--- config.mk ---
export PLATFORM = sky130hd
export DESIGN_NAME = cse_ending
export DESIGN_NICKNAME = d
export VERILOG_FILES = /design/src/rtl/cse_pkg.sv /design/src/rtl/cse_ending.sv
export SDC_FILE = /design/constraint.sdc
export NUM_CORES = 1
export LEC_CHECK = 0
export BUFFER_PORTS_ARGS = -buffer_cell sky130_fd_sc_hd__buf_2
export CAP_MARGIN = 20
export CORE_MARGIN = 2
export CORE_UTILIZATION = 50
export CTS_BUF_LIST = sky130_fd_sc_hd__clkbuf_4 sky130_fd_sc_hd__clkbuf_8
export DETAILED_ROUTE_END_ITERATION = 6
export PLACE_DENSITY = 0.77
export SETUP_SLACK_MARGIN = 0.5
export SLEW_MARGIN = 20
export SYNTH_ARGS = -nofsm -noshare
export SYNTH_HDL_FRONTEND = slang
export SYNTH_SLANG_ARGS = --single-unit
--- constraint.sdc ---
create_clock -name clk_i -period 2.19 [get_ports clk_i]
set_clock_uncertainty 0.2 [all_clocks]
set_input_delay 0.1095 -clock clk_i [delete_from_list [all_inputs] [get_ports clk_i]]
set_output_delay 0.1095 -clock clk_i [all_outputs]
set_load 0.005 [all_outputs]
--- src/rtl/cse_pkg.sv ---
// shared types and constants for the channel stop and ending block
package cse_pkg;

  // timing
  localparam int unsigned CLK_PERIOD_NS = 20;
  localparam int unsigned STROBE_DELAY_NS = 220;
  localparam int unsigned STROBE_DELAY_CYC =
    (STROBE_DELAY_NS + CLK_PERIOD_NS - 1) / CLK_PERIOD_NS;
  localparam int unsigned DLY_W = 5;

  // widths and reset values
  localparam int unsigned BUS_W = 8;
  localparam logic [7:0] HOLD_RST = 8'h00;
  localparam logic [1:0] COND_RST = 2'h0;
  localparam int unsigned COND_STOPPED_BIT = 0;
  localparam int unsigned COND_ADAPTER_END_BIT = 1;

  // inbound tags from the adapter
  typedef struct packed {
    logic status_in_tag;
    logic service_in;
    logic inbound_data_tag;
    logic operational_in;
  } cse_tag_in_s;

  // outbound tags to the adapter
  typedef struct packed {
    logic command_out;
    logic service_out;
    logic select_out;
    logic retain_out_tag;
  } cse_tag_out_s;

  localparam cse_tag_in_s TAG_IN_RST = '{default: 1'b0};
  localparam cse_tag_out_s TAG_OUT_RST = '{default: 1'b0};

  typedef enum logic [2:0] {
    ST_IDLE,
    ST_XFER,
    ST_STOP,
    ST_WAIT_STAT,
    ST_DELAY,
    ST_READ,
    ST_ACCEPT,
    ST_POLL
  } cse_state_e;

endpackage : cse_pkg

--- src/rtl/cse_ending.sv ---
// channel side of the stop indication and ending sequence
// Operation
// - stop answers service request with command_out
// - service_in and inbound_data_tag both low, channel drops command_out
// - status rise: slice request, 220 ns strobe
// - strobe loads reg a, reg b if flagged
// - confirm status tag, read status and condition
// - accept status by raising service_out
// - accept drops select_out and retain_out_tag
// - slice request when status_in_tag falls
// - poll operational_in low, drop service_out
`timescale 1ns/1ns
module cse_ending
  import cse_pkg::*;
(
  // clock and reset
  input wire logic clk_i,
  input wire logic reset_n_i,
  // processor side
  input wire logic transfer_start_i,
  input wire logic stop_req_i,
  input wire logic hardware_transfer_flag_i,
  // adapter pins
  input wire cse_tag_in_s tag_in_i,
  input wire logic [BUS_W-1:0] bus_in_i,
  // outbound tags
  output cse_tag_out_s tag_out_o,
  // processor status
  output logic processor_slice_request_o,
  output logic bus_in_strobe_pulse_o,
  output logic [BUS_W-1:0] bus_in_holding_reg_a_o,
  output logic [BUS_W-1:0] bus_in_holding_reg_b_o,
  output cse_tag_in_s tag_in_lines_o,
  output logic [1:0] channel_condition_reg_o,
  output logic ending_done_o
);

  ////////////////////////////////////////////////////////////////////////////
  cse_tag_in_s sync1_r, sync1_nxt, tag_r, tag_nxt, prev_r, prev_nxt;
  logic [BUS_W-1:0] bsync1_r, bsync1_nxt, bus_r, bus_nxt;
  cse_state_e state_r, state_nxt;
  cse_tag_out_s out_r, out_nxt;
  logic [DLY_W-1:0] dly_r, dly_nxt;
  logic slice_r, slice_nxt, strobe_r, strobe_nxt, done_r, done_nxt;
  logic [BUS_W-1:0] hra_r, hra_nxt, hrb_r, hrb_nxt;
  logic [1:0] cond_r, cond_nxt;
  logic stat_rise, stat_fall, req_in;

  assign stat_rise = tag_r.status_in_tag & ~prev_r.status_in_tag;
  assign stat_fall = ~tag_r.status_in_tag & prev_r.status_in_tag;
  assign req_in = tag_r.service_in | tag_r.inbound_data_tag;

  ////////////////////////////////////////////////////////////////////////////
  always_comb begin
    sync1_nxt = tag_in_i;
    tag_nxt = sync1_r;
    prev_nxt = tag_r;
    bsync1_nxt = bus_in_i;
    bus_nxt = bsync1_r;
    state_nxt = state_r;
    out_nxt = out_r;
    dly_nxt = dly_r;
    slice_nxt = 1'b0;
    strobe_nxt = 1'b0;
    done_nxt = 1'b0;
    hra_nxt = hra_r;
    hrb_nxt = hrb_r;
    cond_nxt = cond_r;
    unique case (state_r)
      ST_IDLE: begin
        if (transfer_start_i) begin
          out_nxt = '{command_out: 1'b0, service_out: 1'b0,
                     select_out: 1'b1, retain_out_tag: 1'b1};
          cond_nxt = COND_RST;
          state_nxt = ST_XFER;
        end
      end
      ST_XFER: begin
        if (stat_rise) begin
          // adapter ended the transfer on its own
          cond_nxt[COND_ADAPTER_END_BIT] = 1'b1;
          slice_nxt = 1'b1;
          dly_nxt = DLY_W'(STROBE_DELAY_CYC - 1);
          state_nxt = ST_DELAY;
        end else if (req_in && stop_req_i) begin
          out_nxt.command_out = 1'b1;
          state_nxt = ST_STOP;
        end
      end
      ST_STOP: begin
        // no byte moves while command_out stands
        if (!req_in) begin
          out_nxt.command_out = 1'b0;
          cond_nxt[COND_STOPPED_BIT] = 1'b1;
          state_nxt = ST_WAIT_STAT;
        end
      end
      ST_WAIT_STAT: begin
        if (stat_rise) begin
          slice_nxt = 1'b1;
          dly_nxt = DLY_W'(STROBE_DELAY_CYC - 1);
          state_nxt = ST_DELAY;
        end
      end
      ST_DELAY: begin
        if (dly_r != '0) begin
          dly_nxt = dly_r - 1'b1;
        end else begin
          strobe_nxt = 1'b1;
          hra_nxt = bus_r;
          if (hardware_transfer_flag_i) begin
            hrb_nxt = bus_r;
          end
          state_nxt = ST_READ;
        end
      end
      ST_READ: begin
        // status byte read with channel end set by adapter
        if (tag_r.status_in_tag) begin
          out_nxt.service_out = 1'b1;
          out_nxt.select_out = 1'b0;
          out_nxt.retain_out_tag = 1'b0;
          state_nxt = ST_ACCEPT;
        end else begin
          state_nxt = ST_WAIT_STAT;
        end
      end
      ST_ACCEPT: begin
        if (stat_fall) begin
          slice_nxt = 1'b1;
          state_nxt = ST_POLL;
        end
      end
      ST_POLL: begin
        if (!tag_r.operational_in) begin
          out_nxt.service_out = 1'b0;
          done_nxt = 1'b1;
          state_nxt = ST_IDLE;
        end
      end
    endcase
  end

  always_ff @(posedge clk_i or negedge reset_n_i) begin
    if (!reset_n_i) begin
      sync1_r <= TAG_IN_RST;
      tag_r <= TAG_IN_RST;
      prev_r <= TAG_IN_RST;
      bsync1_r <= HOLD_RST;
      bus_r <= HOLD_RST;
      state_r <= ST_IDLE;
      out_r <= TAG_OUT_RST;
      dly_r <= '0;
      slice_r <= 1'b0;
      strobe_r <= 1'b0;
      done_r <= 1'b0;
      hra_r <= HOLD_RST;
      hrb_r <= HOLD_RST;
      cond_r <= COND_RST;
    end else begin
      sync1_r <= sync1_nxt;
      tag_r <= tag_nxt;
      prev_r <= prev_nxt;
      bsync1_r <= bsync1_nxt;
      bus_r <= bus_nxt;
      state_r <= state_nxt;
      out_r <= out_nxt;
      dly_r <= dly_nxt;
      slice_r <= slice_nxt;
      strobe_r <= strobe_nxt;
      done_r <= done_nxt;
      hra_r <= hra_nxt;
      hrb_r <= hrb_nxt;
      cond_r <= cond_nxt;
    end
  end

  assign tag_out_o = out_r;
  assign processor_slice_request_o = slice_r;
  assign bus_in_strobe_pulse_o = strobe_r;
  assign bus_in_holding_reg_a_o = hra_r;
  assign bus_in_holding_reg_b_o = hrb_r;
  assign tag_in_lines_o = tag_r;
  assign channel_condition_reg_o = cond_r;
  assign ending_done_o = done_r;
endmodule : cse_ending

After elaboration in Yosys (flattened, before gate mapping)
Cells that the tools add are included.

word-level totals
  register bits = 58
  input port bits = 17
  output and inout port bits = 29

cells by class
  add/sub/neg operators = 1
  equality and inequality tests = 20
  multiplexer cells = 34
  bitwise gates (word level) = 6
  reductions and logical operators = 19

operators by type and width
  kind                   count
  $mux W3                10
  $pmux W3 S8            1
  $ne A2 B2 Y1 const B   11
  $reduce_and A3 Y1      5
  $eq A3 B3 Y1 const B   4
  $mux W1                12
  $mux W5                2
  $pmux W5 S2            1
  $reduce_bool A2 Y1     4
  $reduce_and A7 Y1      1
  $eq A3 B2 Y1 const B   2
  $pmux W1 S2            3
  $pmux W1 S3            2
  $reduce_bool A3 Y1     2
  $reduce_and A5 Y1      1
  $reduce_bool A5 Y1     1
  $sub A5 B1 Y5 const B  1
  $mux W4                1
  $pmux W2 S2            1
  $reduce_and A4 Y1      1
  $eq A3 B1 Y1 const B   1
  $logic_not A3 Y1       1
  $ne A3 B3 Y1 const B   1
  $not A1 Y1             3
  other kinds (7)        8

Depth between registers and ports, before layout
  word-level depth = 5
  gate-level depth with buffers = 8

Least setup slack after synthesis
No wires, ideal clock.

  kind = reg2reg
  start point = reg dly_r[0]
  end point = reg hrb_r[0], in the netlist bus_in_holding_reg_b_o[0]
  setup time = 125 ps
  arrival = 1801 ps
  slack = 64 ps
  cell stages (with the launch flop) = 9
  buffers on the path = 2
  cell sequence = dfrtp_1 inv_1 ha_1 or4b_1 buf_2 nor2b_4 buf_12 nand2_8 mux2_4

between the ends
  cells in the longest elaborated chain, start to end = 3

ends and longest elaborated chain
  element                             RTL line           source
  from (decl)                         cse_ending.sv:43   logic [DLY_W-1:0] dly_r, dly_nxt;
  from (signal assigned)              cse_ending.sv:168  dly_r <= dly_nxt;
  $reduce_bool A5 Y1                  cse_ending.sv:106  if (dly_r != '0) begin
  $not A1 Y1 (no source line)         n/a
  $reduce_and A3 Y1 (no source line)  n/a
  to (signal assigned)                cse_ending.sv:173  hrb_r <= hrb_nxt;
  to (decl)                           cse_ending.sv:45   logic [BUS_W-1:0] hra_r, hra_nxt, hrb_r, hrb_nxt;

Every way passes these cells.
A chain may end at the register's enable or synchronous reset.

Final worst setup path
Same ends and word-level chain as after synthesis.

==> results.py <==
metrics = {
    "sta": {
        "fmaxAchievable_ghz": 0.477,
        "hold_violations": 8,
        "setup_tns_ns": 0,
        "fin_crit_ns": 2.10,
        "hold_ws_ns": -0.00724,
        "max_slew_margin": 0.586,
        "slew_violations": 0,
        "finalCritPeriodShare": 0.957,
        "finalSetupViolCount": 0,
        "tightest_slew_ns": 0.615,
        "rsz0062_at_grt": "yes",
    },
    "synth": {
        "yosysUniqueCellTypes": 40,
        "netlist_area_um2": 2190,
        "synth_warnings": 0,
        "netlist.area_leader.share": 0.652,
        "synth_cells": 161,
        "synth_seq_cells": 57,
        "syn_nets": 179,
        "synthTopCellsByArea": "dfrtp_1 (65%), mux2_4 (5.5%), mux2_2 (4.6%), a21oi_1 (2.1%), nand2_1 (1.5%)",
        "synth_top_cell_by_area": "dfrtp_1",
        "yosysSeqAreaShare": 0.652,
        "synth_area_per_cell_um2": 13.6,
    },
    "grt": {
        "first_global_vias": 1489,
        "grt_use_total": 0.198,
        "grt_pass1_wl_mm": 7.33,
        "grt_max_degree": 58,
        "antenna_found_initial": 0,
        "gr-total-overflow": 0,
    },
    "worst_setup_path": {
        "slowest_stage": "or4b_4",
        "required_ns": 2.21,
        "endpoint_kind": "flop",
        "critPathMaxFanout": 10,
        "path_buf_inv": 2,
        "worstPathCellList": "inv_1 -> ha_2 -> or4b_4 -> nor2b_4 -> buf_12 -> nand2_8 -> mux2_4",
        "cp.arrival_ns": 2.12,
        "slowest_delay_ns": 0.49,
        "crit_type": "flop to flop",
        "critical-path-top-delay-family": "simple AND/OR/NAND/NOR gates",
        "cp-start-kind": "flop",
    },
    "detailed_routing": {
        "drt-wirelength-per-cell_um": 15.2,
        "drtAntennaViolNets": 0,
        "first_pass_iters": 4,
        "wl_mm": 4.47,
        "vias": 1515,
        "viasPerCell": 5.15,
        "drc": 0,
        "drtIter0Drc": 78,
    },
    "pwr": {
        "leakagePower_nw": 1.48,
        "peakVddDrop_mv": 0.627,
        "power.density_nw_per_um2": 1310,
    },
    "clock_tree": {
        "clock_latency_ns": 0.33,
        "ctsHoldBuffers": 14,
        "cts_buffers": 9,
        "cts_max_path_buffers": 2,
        "clk_pin_slew_ns": 0.07,
        "cts.htree.levels": 3,
        "clkSinkCount": 57,
        "cts_tree": "done",
        "clockRootBuffer": "clkbuf_8",
    },
    "layout": {
        "final_nets": 255,
        "finish.utilization": 0.707,
        "fin_area_um2": 3040,
        "nFillCells": 290,
        "mostFrequentLayoutCells": "dfrtp_1 (57), buf_2 (45), dlygate4sd3_1 (14)",
        "layout-drive-gt1-share": 0.438,
        "layout_commonest_cell": "dfrtp_1",
        "diodes": 0,
        "syn_to_final_growth_pct": 38.8,
    },
    "floorplanning": {
        "die_h_um": 70.1,
        "fp-row-count": 24,
        "initial_core_util": 0.509,
        "core_um2": 4290,
        "design.die.area_um2": 4920,
        "num_io_pins": 46,
        "fp.dieW_um": 70.1,
    },
    "placement": {
        "place_area_um2": 2520,
        "dp_hpwl_mm": 2.58,
        "gp_congestion": 0.819,
        "port_buffers": 45,
    },
    "run": {
        "drv_cap": 0,
    },
    "status": {
        "status": "finished, violations left",
        "violations": "negative hold slack",
    },
    "hold_path": {
        "hold_class": "primary input to flop",
    },
}
[path summary, 6_finish.rpt]
check                      slack, ns  cells after the start                                    end                      from
setup / recovery                0.09                      7  bus_in_holding_reg_b_o[0]$_DFFE_PN0P_      dly_r[0]$_DFFE_PN0P_
hold / removal                -0.007                      3  bus_in_holding_reg_b_o[2]$_DFFE_PN0P_  hardware_transfer_flag_i
setup reg to reg                0.09                      7  bus_in_holding_reg_b_o[0]$_DFFE_PN0P_      dly_r[0]$_DFFE_PN0P_
hold reg to reg                 0.15                      0            tag_in_lines_o[3]$_DFF_PN0_      sync1_r[3]$_DFF_PN0_
max in group asynchronous       1.45                      3                   sync1_r[3]$_DFF_PN0_                 reset_n_i
min in group asynchronous       0.10                      3                     bus_r[2]$_DFF_PN0_                 reset_n_i
[power breakdown]
group	internal, W	total (W)	switching [W]
Sequential	0.00130	0.00146	0.000152
Combinational	0.000729	0.00139	0.000660
Clock	0.000715	0.00113	0.000412
[logic make-up (layout without fill, tap and decap cells)]
group / after synthesis / after routing / share of synthesized area
fa+ha+maj: 1 / 1 / 0.00572
simple gates: 46 / 46 / 0.125
compound gates: 24 / 24 / 0.0687
xor+xnor: 2 / 2 / 0.00801
mux: 19 / 19 / 0.110
buf+inv: 12 / 93 / 0.0303
flops: 57 / 57 / 0.652
[layout make-up]
cell class | instances | area [um^2] | share of cell area
sequential | 57 | 1430 | 0.470
inverter | 4 | 15.0 | 0.00495
clock inverter | 4 | 75.1 | 0.0247
timing repair buffer | 73 | 507 | 0.167
clock buffer | 12 | 159 | 0.0523
multi-input combinational | 92 | 788 | 0.260
tap | 52 | 65.1 | 0.0214
[metrics by stage]
stage / cells / power [W] / setup slack (ns)
after CTS: 293 / 0.00388 / 0.109
after detailed placement: 259 / 0.00256 / 0.0230
after floorplan: 161 / 0.00216 / 0.0641
after global routing: 294 / 0.00419 / 0.0107
after global placement: 259 / 0.00252 / 0.0771
final: 294 / 0.00397 / 0.0942
[per-layer routing]
| metal | track usage | up-vias | share of wire |
|---|---|---|---|
| met3 | 0.0505 | 12 | 0.049 |
| met1 | 0.259 | 735 | 0.42 |
| met4 | 0.109 | 0 | 0.023 |
| met5 | 0 | - | 0 |
| li1 | - | 717 | - |
| met2 | 0.304 | 51 | 0.51 |
[state kept, by name, indices dropped and copies added (netlist names)]
signal / flops
bsync1_r: 8
bus_in_holding_reg_a_o: 8
bus_in_holding_reg_b_o: 8
bus_r: 8
dly_r: 5
sync1_r: 4
tag_in_lines_o: 4
state_r: 3
tag_out_o: 3
channel_condition_reg_o: 2
bus_in_strobe_pulse_o: 1
ending_done_o: 1
prev_r: 1
processor_slice_request_o: 1
[synthesized netlist by cell type]
master     number
nand3b_1        2
nor3b_1         2
ha_1            1
o41ai_1         1
nor2_1          9
or4b_1          1
mux2_4          8
mux2i_1         2
a311oi_1        1
a21oi_1         9
and3_1          1
buf_2           1
or3_1           1
and3b_1         1
nor2b_1         2
clkbuf_1        4
and2_1          1
mux2_2          9
nand2b_1        2
buf_1           1
o22a_1          1
a22o_1          1
dfrtp_1        57
nor4bb_1        2
buf_12          1
o21ai_0         6
nand3_1         5
inv_1           4
o211ai_1        1
nor2b_4         1
nand4_1         2
nand2_8         1
nand2_1         9
o311ai_0        1
nor3_1          3
buf_4           1
o2bb2ai_1       1
xor2_1          2
o21a_1          2
nor4_1          1
[timing repair]
item	4_1_cts	5_1_grt
hold endpoints to repair	81	3
buffers inserted	4	1
gates resized for setup	17	6
endpoints found under the setup margin	24	24
pin swaps	3	4
[worst reg2reg max path, cell delays in order (launching register included)]
cell and delay, ns:
dfrtp_1 0.38, inv_1 0.07, ha_2 0.17, or4b_4 0.49, nor2b_4 0.14, buf_12 0.15, nand2_8 0.09, mux2_4 0.30
(Power assumes the default switching activity.)
